$ cat config.mk
export PLATFORM = sky130hd
export DESIGN_NAME = tsq_timer
export DESIGN_NICKNAME = d
export VERILOG_FILES = /design/src/tsq_pkg.sv /design/src/tsq_timer.sv
export SDC_FILE = /design/constraint.sdc
export NUM_CORES = 1
export LEC_CHECK = 0
export BUFFER_PORTS_ARGS = -buffer_cell sky130_fd_sc_hd__buf_2
export CAP_MARGIN = 40
export CORE_MARGIN = 2
export CORE_UTILIZATION = 35
export CTS_BUF_LIST = sky130_fd_sc_hd__clkbuf_8
export DETAILED_ROUTE_END_ITERATION = 10
export HOLD_SLACK_MARGIN = 0.05
export PLACE_DENSITY = 0.68
export REMOVE_ABC_BUFFERS = 1
export SETUP_SLACK_MARGIN = 0.1
export SLEW_MARGIN = 15
export SYNTH_ARGS = -nofsm -noshare
export SYNTH_HDL_FRONTEND = slang
export SYNTH_SLANG_ARGS = --single-unit
$ cat constraint.sdc
create_clock -name hclk -period 3.02 [get_ports hclk]
set_clock_uncertainty 0.2 [all_clocks]
set_input_delay 0.302 -clock hclk [delete_from_list [all_inputs] [get_ports hclk]]
set_output_delay 0.302 -clock hclk [all_outputs]
set_load 0.05 [all_outputs]
$ cat src/tsq_pkg.sv
// Package for the 8-bit square-wave timer: register map, fields, constants
package tsq_pkg;
    // Register byte offsets
    localparam logic [7:0] TSQ_MODE_OFS    = 8'h00;
    localparam logic [7:0] TSQ_CMP_OFS     = 8'h04;
    localparam logic [7:0] TSQ_CLKSEL_OFS  = 8'h08;
    localparam logic [7:0] TSQ_COUNT_OFS   = 8'h0c;
    localparam logic [7:0] TSQ_STATUS_OFS  = 8'h10;
    localparam logic [7:0] TSQ_MASK_OFS    = 8'h14;

    // Mode control bit positions
    localparam int TSQ_OUT_EN_BIT  = 0;
    localparam int TSQ_LVL_SET_BIT = 3;
    localparam int TSQ_LVL_CLR_BIT = 2;
    localparam int TSQ_CNT_EN_BIT  = 7;

    // Reset values
    localparam logic [7:0] TSQ_MODE_RST   = 8'h00;
    localparam logic [7:0] TSQ_CMP_RST    = 8'h00;
    localparam logic [2:0] TSQ_CLKSEL_RST = 3'h0;
    localparam logic [7:0] TSQ_COUNT_CLR  = 8'h00;

    // Prescaler width; selection n divides hclk by 2**n
    localparam int TSQ_PRE_W = 8;

    // Decoded mode control fields
    typedef struct packed {
        logic count_enable_bit;
        logic level_set_bit;
        logic level_reset_bit;
        logic output_enable_bit;
    } tsq_mode_type;

    // Latched AHB address phase
    typedef struct packed {
        logic       valid;
        logic       write;
        logic [7:0] addr;
    } tsq_aphase_type;
endpackage

$ cat src/tsq_timer.sv
// 8-bit timer in square-wave output mode with an AHB-Lite register slave
//
// Register access over AHB-Lite and the register addresses are this design's own decisions.
`timescale 1ns/1ns
module tsq_timer
    import tsq_pkg::*;
(
    input  wire logic        hclk,
    input  wire logic        hresetn,
    input  wire logic        hsel,
    input  wire logic [31:0] haddr,
    input  wire logic [1:0]  htrans,
    input  wire logic        hwrite,
    input  wire logic [2:0]  hsize,
    input  wire logic [31:0] hwdata,
    input  wire logic        hready,
    output logic      [31:0] hrdata,
    output logic             hreadyout,
    output logic             hresp,
    output logic             square_wave_output_pin,
    output logic             irq
);

    logic [7:0]           timer_mode_ctrl;
    logic [7:0]           compare_value_reg;
    logic [2:0]           count_clock_select;
    logic [7:0]           counter_value;
    logic                 match_status;
    logic                 match_mask;
    logic [TSQ_PRE_W-1:0] prescale;
    logic [TSQ_PRE_W-1:0] prescale_prev;
    logic                 tick;
    logic                 match;
    logic                 match_interrupt;
    logic                 outff;
    tsq_aphase_type       aph;
    tsq_mode_type         mode;
    logic                 wr_en;

    ////////////////////////////////////////////////////////////////////////
    // Field decode of the mode register
    assign mode.count_enable_bit  = timer_mode_ctrl[TSQ_CNT_EN_BIT];
    assign mode.level_set_bit     = timer_mode_ctrl[TSQ_LVL_SET_BIT];
    assign mode.level_reset_bit   = timer_mode_ctrl[TSQ_LVL_CLR_BIT];
    assign mode.output_enable_bit = timer_mode_ctrl[TSQ_OUT_EN_BIT];

    // Address decode, used by the write path and the status clear; the read mux decodes haddr itself
    function automatic logic hit(input logic [7:0] a, input logic [7:0] ofs);
        hit = (a == ofs);
    endfunction

    ////////////////////////////////////////////////////////////////////////
    // AHB address phase capture; slave is always zero-wait, OKAY
    always_ff @(posedge hclk or negedge hresetn) begin
        if (!hresetn) begin
            aph <= '0;
        end else if (hready) begin
            aph.valid <= hsel && htrans[1];
            aph.write <= hwrite;
            aph.addr  <= haddr[7:0];
        end
    end

    assign wr_en = aph.valid && aph.write;

    always_ff @(posedge hclk or negedge hresetn) begin
        if (!hresetn) begin
            hreadyout <= 1'b1;
            hresp     <= 1'b0;
        end else begin
            hreadyout <= 1'b1;
            hresp     <= 1'b0;
        end
    end

    // Configuration writes; compare and clock held while running
    always_ff @(posedge hclk or negedge hresetn) begin
        if (!hresetn) begin
            timer_mode_ctrl    <= TSQ_MODE_RST;
            compare_value_reg  <= TSQ_CMP_RST;
            count_clock_select <= TSQ_CLKSEL_RST;
            match_mask         <= 1'b0;
        end else if (wr_en) begin
            if (hit(aph.addr, TSQ_MODE_OFS))
                timer_mode_ctrl <= hwdata[7:0];
            // Ignoring edits while running keeps the interval stable
            if (hit(aph.addr, TSQ_CMP_OFS) && !mode.count_enable_bit)
                compare_value_reg <= hwdata[7:0];
            if (hit(aph.addr, TSQ_CLKSEL_OFS) && !mode.count_enable_bit)
                count_clock_select <= hwdata[2:0];
            if (hit(aph.addr, TSQ_MASK_OFS))
                match_mask <= hwdata[0];
        end
    end

    // Read mux; unmapped offsets read zero
    always_ff @(posedge hclk or negedge hresetn) begin
        if (!hresetn) begin
            hrdata <= 32'h0;
        end else if (hready && hsel && htrans[1] && !hwrite) begin
            unique case (haddr[7:0])
                TSQ_MODE_OFS:   hrdata <= {24'h0, timer_mode_ctrl};
                TSQ_CMP_OFS:    hrdata <= {24'h0, compare_value_reg};
                TSQ_CLKSEL_OFS: hrdata <= {29'h0, count_clock_select};
                TSQ_COUNT_OFS:  hrdata <= {24'h0, counter_value};
                TSQ_STATUS_OFS: hrdata <= {31'h0, match_status};
                TSQ_MASK_OFS:   hrdata <= {31'h0, match_mask};
                default:        hrdata <= 32'h0;
            endcase
        end
    end

    ////////////////////////////////////////////////////////////////////////
    // Free-running prescaler; tick on rising edge of the selected tap
    always_ff @(posedge hclk or negedge hresetn) begin
        if (!hresetn) begin
            prescale      <= '0;
            prescale_prev <= '0;
        end else begin
            prescale      <= prescale + 1'b1;
            prescale_prev <= prescale;
        end
    end

    // Selection 0 ticks every hclk; n ticks every 2**n cycles
    assign tick = (count_clock_select == 3'h0) ? 1'b1 :
        (prescale[count_clock_select - 3'h1] &&
         !prescale_prev[count_clock_select - 3'h1]);

    assign match = mode.count_enable_bit && tick &&
                   (counter_value == compare_value_reg);
    assign match_interrupt = match;

    // Counter: N+1 ticks per half period
    always_ff @(posedge hclk or negedge hresetn) begin
        if (!hresetn) begin
            counter_value <= TSQ_COUNT_CLR;
        end else if (!mode.count_enable_bit) begin
            counter_value <= TSQ_COUNT_CLR;
        end else if (match) begin
            counter_value <= TSQ_COUNT_CLR;
        end else if (tick) begin
            counter_value <= counter_value + 8'h01;
        end
    end

    // Output flip-flop: preset while stopped, toggle on match
    always_ff @(posedge hclk or negedge hresetn) begin
        if (!hresetn) begin
            outff <= 1'b0;
        end else begin
            if (!mode.count_enable_bit) begin
                if (mode.level_set_bit && !mode.level_reset_bit)
                    outff <= 1'b1;
                else if (mode.level_reset_bit && !mode.level_set_bit)
                    outff <= 1'b0;
            end else if (match) begin
                outff <= !outff;
            end
        end
    end

    // Pin follows the flip-flop only when output is enabled
    always_ff @(posedge hclk or negedge hresetn) begin
        if (!hresetn) begin
            square_wave_output_pin <= 1'b0;
        end else begin
            square_wave_output_pin <= mode.output_enable_bit ? outff : 1'b0;
        end
    end

    ////////////////////////////////////////////////////////////////////////
    // Sticky status, write one to clear; a new match wins over the clear
    always_ff @(posedge hclk or negedge hresetn) begin
        if (!hresetn) begin
            match_status <= 1'b0;
        end else if (match_interrupt) begin
            match_status <= 1'b1;
        end else if (wr_en && hit(aph.addr, TSQ_STATUS_OFS) &&
                     hwdata[0]) begin
            match_status <= 1'b0;
        end
    end

    always_ff @(posedge hclk or negedge hresetn) begin
        if (!hresetn) begin
            irq <= 1'b0;
        end else begin
            irq <= (match_status || match_interrupt) && match_mask;
        end
    end
endmodule // tsq_timer

==> impl_metrics.csv, run 1 <==
group,metric,value,unit
critical_path,crit_start_category,"register",
routing,routed_wl,6880,um
timing,layout_min_cycle_time,2570,ps
grt,grt_start_max_net_pins,26,
place,placed_cell_area,0.00351,mm^2
critical_path,worstSetupPathType,"reg2reg",
routing,vias_per_cell,5.00,
synth,synth-edff-count,0,
synth,mappedNetlistArea,0.00332,mm^2
synth,synth.area.top_cells,"sky130_fd_sc_hd__dfrtp_1 (50%), sky130_fd_sc_hd__mux2_2 (11%), sky130_fd_sc_hd__buf_4 (5.9%)",
place,dp.final_hpwl,4930,um
critical_path,reg2reg_from,"count_clock_select[0]",
pwr,peakVddDrop,0.192,mV
synth,seq_area_frac_synth,49.7,%
flow_run,timing.max_cap.violations,0,
timing,finalMaxSlewViolations,0,
critical_path,crit_fanout,14,
timing,timing.slew.headroom,52.7,%
floorplan,die_x,101,um
grt,globalRouteOverflowTotal,0,
critical_path,worstPathRequired,3060,ps
floorplan,dieHeight,101,um
critical_path,worst_setup_path_end_kind,"register",
routing,drcViolationCount,0,
synth,yosys_most_used_dff,"sky130_fd_sc_hd__dfrtp_1",
finish,stdcell_area,0.00390,mm^2
timing,timing.setup.tns,0,ps
synth,avgSynthCellArea,11.3,um^2
finish,drive_above_1_share,26.2,%
timing,worst_slack,454,ps
floorplan,placeableCoreArea,0.00924,mm^2
clock_network,cts_sinks,66,
critical_path,cp.arrival,2610,ps
min_path,min_delay_worst_endpoint,"aph[9]",
floorplan,boundaryPins,110,
routing,ant_nets,0,
floorplan,row_count,35,
timing,hold_viol_final,0,
critical_path,ff2ff_path_depth,6,
grt,grt_first_pass_wirelength,11700,um
finish,combined_area_of_the_multi_input_logic_cells,0.00148,mm^2
routing,detailedRoute.firstIterationViolations,140,
synth,netlist_instances,294,
clock_network,htree_levels,3,
grt,first_global_vias,2428,
min_path,hold_depth,2,
clock_network,clock-root-buffer,"sky130_fd_sc_hd__clkbuf_8",
synth,synth_fa_ha_area_share,1.51,%
clock_network,cts_tree,"done",
place,place.port_buffers,31,
routing,wl_per_cell,14.3,um
synth,synth_top_cell_area_share,49.7,%
synth,yosys_cell_types,47,
timing,max_clock_freq,390,MHz
synth,synth-compound-area-share,10.9,%
timing,post-route-period-util,85.0,%
floorplan,initial_core_util,35.9,%
synth,synth_xor_xnor_area_share,3.96,%
finish,fillers,876,
synth,async_flop_share,100,%
pwr,totalPowerFinal,0.00210,W
timing,worstMarginPinSlew,703,ps
finish,layout.nets,425,
critical_path,rr_endpoint,"counter_value[7]",
synth,synth_top_family_by_area,"multiplexers",
pwr,leakage,1.76,nW
clock_network,postCtsSetupBuffers,0,
min_path,worstHoldStart,"hready",
critical_path,rrSetupSlack,450,ps
pwr,power_dens_cells,539,mW/mm^2
finish,area_delta_synth_final,17.5,%
place,post_place_setup_slack,459,ps
clock_network,total_cts_buffers,9,
synth,post-synth-top-area-cell,"sky130_fd_sc_hd__dfrtp_1",
finish,registers.top_by_ff_count,"aph",
synth,synth.area.mux_share,12.8,%
outcome,outcome,"finished clean",
min_path,min-delay-path-class,"in2reg",
synth,synth.top_cells.by_count,"sky130_fd_sc_hd__dfrtp_1 (66), sky130_fd_sc_hd__nand2_1 (32), sky130_fd_sc_hd__mux2_2 (31), sky130_fd_sc_hd__buf_4 (26)",
synth,yosys.cell_count.top_type,"sky130_fd_sc_hd__dfrtp_1",
clock_network,insertion_delay,350,ps
finish,max_ffs_per_register,10,
routing,first_pass_iters,4,
routing,route.vias.total,2401,
finish,sequential_cell_area,0.00165,mm^2
grt,antenna_found_initial,0,
synth,synthesis.yosys.warnings,0,
clock_network,clockBufferDepth,2,
synth,yosys_register_bits,66,
synth,share_of_synthesized_cell_area_in_and_or_nand_and_nor_gates,12.4,%
finish,utilization,42.2,%
clock_network,cts.reportedPaths.clkPinSlew,70,ps
timing,setup_viol_count_final,0,
floorplan,design.die.area,0.0103,mm^2
timing,rsz0062_at_grt,"no",
finish,antenna_cells_inserted,0,
place,globalplace.congestion,0.808,
grt,grtUsageTotal,14.7,%
[critical path, stage by stage (launching register included)]
cell and delay, ps:
sky130_fd_sc_hd__dfrtp_1 550, sky130_fd_sc_hd__inv_4 70, sky130_fd_sc_hd__ha_1 210, sky130_fd_sc_hd__xor2_1 180, sky130_fd_sc_hd__mux4_2 690, sky130_fd_sc_hd__a22o_1 290, sky130_fd_sc_hd__a32o_1 250
[cell usage in the layout (no fill, tap or decap), types with 2 or more instances in the layout]
cell	count
sky130_fd_sc_hd__a32o_1	8
sky130_fd_sc_hd__dfrtp_1	66
sky130_fd_sc_hd__clkinvlp_4	2
sky130_fd_sc_hd__buf_4	4
sky130_fd_sc_hd__nand2_1	32
sky130_fd_sc_hd__o32a_1	4
sky130_fd_sc_hd__bufinv_16	2
sky130_fd_sc_hd__nor4_1	4
sky130_fd_sc_hd__nand2b_1	2
sky130_fd_sc_hd__ha_1	4
sky130_fd_sc_hd__dlygate4sd3_1	18
sky130_fd_sc_hd__xor2_1	3
sky130_fd_sc_hd__inv_1	7
sky130_fd_sc_hd__mux2_2	31
sky130_fd_sc_hd__xnor2_1	12
sky130_fd_sc_hd__nor2_1	7
sky130_fd_sc_hd__a22o_1	5
sky130_fd_sc_hd__conb_1	26
sky130_fd_sc_hd__o21ai_0	12
sky130_fd_sc_hd__nand4_1	2
sky130_fd_sc_hd__a22oi_1	5
sky130_fd_sc_hd__nor3_1	8
sky130_fd_sc_hd__or4_1	2
sky130_fd_sc_hd__or2_2	4
sky130_fd_sc_hd__nand3_1	12
sky130_fd_sc_hd__mux4_2	3
sky130_fd_sc_hd__a21oi_1	3
sky130_fd_sc_hd__nand4b_1	2
sky130_fd_sc_hd__clkbuf_8	9
sky130_fd_sc_hd__a211o_1	2
sky130_fd_sc_hd__buf_2	31
[cell families (layout without fill, tap and decap cells)]
logic type | Yosys count | count (layout)
mux | 35 | 35
compound gates | 47 | 47
buf+inv | 44 | 77
other cells | 2 | 26
flops | 66 | 66
fa+ha+maj | 4 | 4
simple gates | 81 | 81
xor+xnor | 15 | 15
[where the power goes]
group / switching, W / total [W] / internal (W)
clock network: 0.000336 / 0.000791 / 0.000455
registers: 0.0000651 / 0.000997 / 0.000932
logic: 0.000195 / 0.000316 / 0.000121
total: 0.000596 / 0.00210 / 0.00151
[stage by stage]
stage / hold WS [ps] / cells
6_report: 170 / 480
5_1_grt: 202 / 480
4_1_cts: 164 / 480
3_5_place_dp: 114 / 447
3_3_place_gp: 109 / 447
2_1_floorplan: -194 / 283
[how the worst max path moves through the flow]
stage,endpoint,start,slack [ps],cells past startpoint
finish,counter_value[7],count_clock_select[0],450,6
global route,counter_value[5],count_clock_select[0],280,6
CTS,counter_value[7],count_clock_select[0],420,6
detailed placement,counter_value[5],count_clock_select[0],460,6
global placement,counter_value[5],count_clock_select[0],490,6
floorplan,counter_value[3],count_clock_select[0],670,6
[final cells by class]
cell class / instances / share of cell area [%]
Timing Repair Buffer: 53 / 9.36
Sequential cell: 66 / 42.3
Multi-Input combinational cell: 208 / 37.9
Tap cell: 129 / 4.14
Clock buffer: 9 / 3.18
Clock inverter: 6 / 2.15
Inverter: 9 / 0.930
[layer usage]
layer  GRT usage [%]  wire, um  part of all wire [%]
met1            18.7      3070                    45
met5               0         0                     0
met2            23.3      3320                    48
met3            4.90       374                   5.4
met4            5.30       118                   1.7
[repair_timing]
action	in CTS	in global routing
resized for setup	0	0
hold buffers	18	0
hold endpoints to repair	49	0
(Power assumes the default switching activity.)
==> inputs of run 2 (changes only) <==
==> constraint.sdc (replaced) <==
create_clock -name hclk -period 2.4 [get_ports hclk]
set_clock_uncertainty 0.2 [all_clocks]
set_input_delay 0.24 -clock hclk [delete_from_list [all_inputs] [get_ports hclk]]
set_output_delay 0.24 -clock hclk [all_outputs]
set_load 0.05 [all_outputs]
==> run 2 against run 1 <==
  * First-iteration DRC count grew 26%
  * Sequential power grew 22%
  * Critical path depth shrank 1
  * Fmax grew 12%
  * Worst setup slack lost 340 ps
  * Largest cell class unchanged
  * Register-to-register slack lost 340 ps
  * Sequential share of layout area shrank 2.7 points
  * Core utilization grew 2.9 points
  * Routed wire length grew 7.9%
  * Cell area grew 6.9%
==> impl_metrics.csv, run 2 (synthesized netlist as in run 1, its figures left out) <==
group,metric,value,unit
outcome,outcome,"finished clean",
grt,antenna_found_initial,0,
floorplan,dieHeight,101,um
routing,first_pass_iters,4,
clock_network,cts.reportedPaths.clkPinSlew,80,ps
finish,area_delta_synth_final,25.5,%
flow_run,timing.max_cap.violations,0,
finish,final_cell_mix,"sky130_fd_sc_hd__dfrtp_1 (66), sky130_fd_sc_hd__nand2_1 (31), sky130_fd_sc_hd__mux2_2 (31), sky130_fd_sc_hd__buf_2 (31), sky130_fd_sc_hd__conb_1 (26)",
critical_path,crit_path_cell_trace,"buf_6 -> o32a_1 -> mux4_2 -> a22o_1 -> a32o_1",
pwr,power_dens_cells,682,mW/mm^2
clock_network,total_cts_buffers,9,
min_path,min-delay-path-class,"in2reg",
clock_network,cts_sinks,66,
critical_path,crit_start_category,"register",
critical_path,cp.arrival,2320,ps
place,post_place_setup_slack,-31.9,ps
grt,grt_start_max_net_pins,43,
timing,layout_min_cycle_time,2290,ps
timing,rsz0062_at_grt,"yes",
critical_path,ff2ff_path_depth,5,
routing,drcViolationCount,0,
min_path,hold_depth,2,
routing,dr.max_layer_used,"met4",
routing,ant_nets,0,
finish,drive_above_1_share,31.9,%
min_path,min_delay_worst_endpoint,"aph[9]",
timing,worstMarginPinSlew,656,ps
critical_path,critical_path.max_stage_delay,580,ps
clock_network,clockBufferDepth,2,
place,place.port_buffers,31,
grt,grt_first_pass_wirelength,11900,um
timing,setup_viol_count_final,0,
finish,max_ffs_per_register,10,
finish,antenna_cells_inserted,0,
timing,worst_hold_slack,127,ps
grt,globalRouteOverflowTotal,0,
grt,first_global_vias,2415,
pwr,totalPowerFinal,0.00284,W
floorplan,placeableCoreArea,0.00924,mm^2
routing,routed-wl-met3,300,um
routing,route.vias.total,2455,
timing,finalMaxSlewViolations,0,
critical_path,crit_fanout,7,
timing,post-route-period-util,95.3,%
routing,m1WireLength,3410,um
place,dp.final_hpwl,4970,um
timing,max_clock_freq,437,MHz
routing,wl_per_cell,14.9,um
routing,route.met2.wl,3650,um
timing,hold_viol_final,0,
critical_path,worst_setup_path_end_kind,"register",
routing,vias_per_cell,4.92,
pwr,peakVddDrop,0.292,mV
critical_path,worstSetupPathType,"reg2reg",
finish,registers.top_by_ff_count,"aph",
place,globalplace.congestion,0.800,
floorplan,row_count,35,
clock_network,insertion_delay,350,ps
critical_path,cp_slowest_cell,"sky130_fd_sc_hd__mux4_2",
critical_path,reg2reg_from,"count_clock_select[0]",
floorplan,boundaryPins,110,
floorplan,die_x,101,um
routing,detailedRoute.firstIterationViolations,177,
min_path,worstHoldStart,"hready",
timing,worst_slack,114,ps
critical_path,rrSetupSlack,110,ps
critical_path,worstPathRequired,2430,ps
timing,timing.slew.headroom,56.3,%
clock_network,cts_tree,"done",
routing,routed_wl,7430,um
clock_network,htree_levels,3,
pwr,leakage,1.88,nW
finish,layout.nets,444,
grt,grtUsageTotal,15.1,%
critical_path,rr_endpoint,"counter_value[6]",
floorplan,design.die.area,0.0103,mm^2
floorplan,initial_core_util,35.9,%
finish,mostFrequentLayoutCell,"sky130_fd_sc_hd__dfrtp_1",
clock_network,clock-root-buffer,"sky130_fd_sc_hd__clkbuf_8",
[run 2: changes by cell type in the layout (fill, tap and decap cells not counted), sizes merged]
cell	previous run	this run
bufinv	2	3
mux4	3	4
buf	35	53
clkinvlp	2	1
[run 2: timing repair]
action / 4_1_cts / 5_1_grt
hold buffers: 18 / 0
pin swaps: 9 / 7
cloned: 1 / 0
setup buffers: 0 / 0
endpoints found under the hold margin: 52 / 0
setup endpoints to repair: 10 / 19
gates resized for setup: 7 / 5
[run 2: critical path: cells and delay by family (launching register included)]
kind                   cells  cell delay (ps)
flip-flops                 1              430
multiplexers               1              580
AO/OA/AOI/OAI              3              820
buffers and inverters      1              150
[run 2: area by class of cell]
class                           count  area [um^2]
Clock buffer                        9          124
Multi-Input combinational cell    209         1560
Sequential cell                    66         1650
Inverter                            9         36.3
Timing Repair Buffer               71          517
Tap cell                          129          161
Fill cell                         858         5070
Clock inverter                      6          115
[run 2: how the worst max path moves through the flow]
stage	start	endpoint	slack, ps	cells past startpoint
floorplan	count_clock_select[0]	counter_value[3]	50	6
global placement	count_clock_select[0]	irq	-40	6
detailed placement	count_clock_select[0]	irq	-30	7
CTS	count_clock_select[0]	counter_value[6]	100	6
global route	count_clock_select[0]	counter_value[6]	30	6
finish	count_clock_select[0]	counter_value[6]	110	5
[run 2: routing by layer]
layer	vias up	track usage [%]
met3	8	4.14
met4	0	4.47
li1	1159	-
met2	70	24.9
met1	1218	19.4
met5	-	0
[run 2: stage by stage]
step	util (%)	TNS [ps]	instance area, um^2	std cells
finish	45.1	0	4170	499
global route	45.1	0	4170	499
CTS	44.9	0	4150	499
detailed placement	39.6	-31.9	3660	465
floorplan	-	0	3170	283
global placement	39.6	-36.4	3660	465
[run 2: where the power goes]
group / switching, W / leakage (nW) / internal, W
Combinational: 0.000292 / 0.935 / 0.000190
Sequential: 0.0000516 / 0.824 / 0.00117
Clock: 0.000445 / 0.116 / 0.000689
Total: 0.000789 / 1.88 / 0.00205
==> inputs of run 3 (changes only) <==
--- a/config.mk
+++ b/config.mk
@@ -12,7 +12,6 @@
 export CTS_BUF_LIST = sky130_fd_sc_hd__clkbuf_8
 export DETAILED_ROUTE_END_ITERATION = 10
 export HOLD_SLACK_MARGIN = 0.05
-export PLACE_DENSITY = 0.68
 export REMOVE_ABC_BUFFERS = 1
 export SETUP_SLACK_MARGIN = 0.1
 export SLEW_MARGIN = 15
==> run 3 against run 2 <==
  * Die area did not move
  * Non-clock buffer count fell by 1
  * Hold slack improved by 5.6 ps
  * Largest cell class unchanged
  * Combinational power barely moved
  * Worst setup slack got worse by 53 ps
  * Sequential share of layout area rose by 0.59 points
  * Fmax fell by 2.3%
  * Total power fell by 6.4%
==> impl_metrics.csv, run 3 (synthesized netlist as in run 1, its figures left out) <==
group,metric,value,unit
critical_path,crit_start_category,"register",
critical_path,crit_path_cell_trace,"buf_6 -> o32a_1 -> mux4_2 -> a22o_1 -> a32o_1",
critical_path,cp.arrival,2380,ps
finish,stdcell_area,0.00411,mm^2
critical_path,worst_setup_path_end_kind,"register",
routing,wl_per_cell,14.9,um
clock_network,cts.reportedPaths.clkPinSlew,80,ps
clock_network,clockBufferDepth,2,
critical_path,worstSetupPathType,"reg2reg",
routing,first_pass_iters,4,
clock_network,cts_sinks,66,
min_path,min-delay-path-class,"in2reg",
pwr,peakVddDrop,0.377,mV
floorplan,initial_core_util,35.9,%
critical_path,cp_slowest_cell,"sky130_fd_sc_hd__mux4_2",
routing,ant_nets,0,
outcome,outcome,"finished clean",
critical_path,cp_top_family,"compound AO/OA/AOI/OAI gates",
finish,registers.top_by_ff_count,"aph",
finish,final_cell_mix,"sky130_fd_sc_hd__dfrtp_1 (66), sky130_fd_sc_hd__nand2_1 (32), sky130_fd_sc_hd__mux2_2 (31), sky130_fd_sc_hd__buf_2 (31), sky130_fd_sc_hd__conb_1 (26)",
timing,finalMaxSlewViolations,0,
grt,antenna_found_initial,0,
floorplan,row_count,35,
floorplan,placeableCoreArea,0.00924,mm^2
clock_network,total_cts_buffers,9,
critical_path,worstPathRequired,2440,ps
clock_network,clock-root-buffer,"sky130_fd_sc_hd__clkbuf_8",
place,placed_cell_area,0.00362,mm^2
timing,worstMarginPinSlew,666,ps
critical_path,cp.buffers_inverters,1,
clock_network,htree_levels,3,
timing,layout_min_cycle_time,2340,ps
floorplan,die_x,101,um
routing,routed_wl,7420,um
grt,grtUsageTotal,15.4,%
pwr,leakage,1.86,nW
finish,layout.nets,443,
flow_run,timing.max_cap.violations,0,
grt,grt_first_pass_wirelength,12100,um
routing,route.vias.total,2433,
place,globalplace.congestion,0.738,
grt,first_global_vias,2379,
routing,vias_per_cell,4.88,
finish,utilization,44.5,%
finish,antenna_cells_inserted,0,
min_path,hold_depth,2,
routing,drcViolationCount,0,
floorplan,boundaryPins,110,
timing,timing.slew.headroom,55.2,%
floorplan,design.die.area,0.0103,mm^2
finish,drive_above_1_share,31.6,%
finish,mostFrequentLayoutCell,"sky130_fd_sc_hd__dfrtp_1",
timing,max_clock_freq,427,MHz
timing,worst_hold_slack,133,ps
critical_path,cp_num_cells,5,
place,dp.final_hpwl,4900,um
clock_network,cts_tree,"done",
pwr,power_dens_cells,647,mW/mm^2
clock_network,insertion_delay,350,ps
grt,globalRouteOverflowTotal,0,
critical_path,crit_fanout,7,
grt,grt_start_max_net_pins,67,
finish,fillers,856,
place,place.port_buffers,31,
critical_path,ff2ff_path_depth,5,
finish,area_delta_synth_final,23.7,%
timing,setup_viol_count_final,0,
timing,post-route-period-util,97.5,%
timing,rsz0062_at_grt,"yes",
timing,hold_viol_final,0,
routing,detailedRoute.firstIterationViolations,97,
critical_path,critical_path.max_stage_delay,610,ps
floorplan,dieHeight,101,um
finish,max_ffs_per_register,10,
run 3: cell count changes in the layout (fill, tap and decap cells not counted), sizes merged:
| cell | change |
|---|---|
| bufinv | -2 |
| clkinv | +2 |
| buf | -1 |
| inv | +1 |
run 3: worst paths after layout:
kind,slack (ps),end,startpoint
min in group asynchronous,260,hrdata[7],hresetn
max,60,counter_value[5],count_clock_select[0]
max in group asynchronous,1440,compare_value_reg[3],hresetn
min,130,aph[9],hready
min reg2reg,230,prescale_prev[7],prescale[7]
max reg2reg,60,counter_value[5],count_clock_select[0]
run 3: per-stage QoR:
step / setup slack (ps) / std cells / setup TNS (ps) / power (W)
finish: 60.5 / 499 / 0 / 0.00266
global route: -8.18 / 499 / -8.18 / 0.00280
CTS: 75.1 / 499 / 0 / 0.00269
detailed placement: -24.3 / 460 / -102 / 0.00170
global placement: -26.1 / 460 / -93.0 / 0.00169
floorplan: 53.7 / 283 / 0 / 0.00153
run 3: worst reg2reg max path, cell delays in order, from the launching register on:
cell	delay (ps)
sky130_fd_sc_hd__dfrtp_1	430
sky130_fd_sc_hd__buf_6	160
sky130_fd_sc_hd__o32a_1	320
sky130_fd_sc_hd__mux4_2	610
sky130_fd_sc_hd__a22o_1	250
sky130_fd_sc_hd__a32o_1	260
run 3: layout make-up:
type | count | area [um^2] | share of cell area (%)
inverters | 9 | 36.3 | 0.883
flip-flops and latches | 66 | 1650 | 40.2
well taps | 129 | 161 | 3.93
clock inverters | 7 | 77.6 | 1.89
repair buffers | 70 | 509 | 12.4
multi-input cells | 209 | 1550 | 37.7
clock buffers | 9 | 124 | 3.02
run 3: routing by layer:
layer  vias up  track usage, %  wire, um
li1       1163               -         -
met1      1206            21.0      3390
met2        56            24.2      3640
met3         8            3.93       306
met4         0            4.99        79
met5         -               0         0
run 3: power breakdown:
part | internal, W | leakage, nW | total, W | switching [W]
Sequential | 0.00117 | 0.824 | 0.00122 | 0.0000510
Combinational | 0.000192 | 0.935 | 0.000482 | 0.000290
Clock | 0.000488 | 0.100 | 0.000954 | 0.000466
run 3: repair_timing:
action	4_1_cts	5_1_grt
gates resized for setup	7	2
gates cloned	1	0
hold buffers	18	0
hold endpoints to repair	94	0
pin swaps	13	2
endpoints found under the setup margin	11	11
setup buffers	4	0
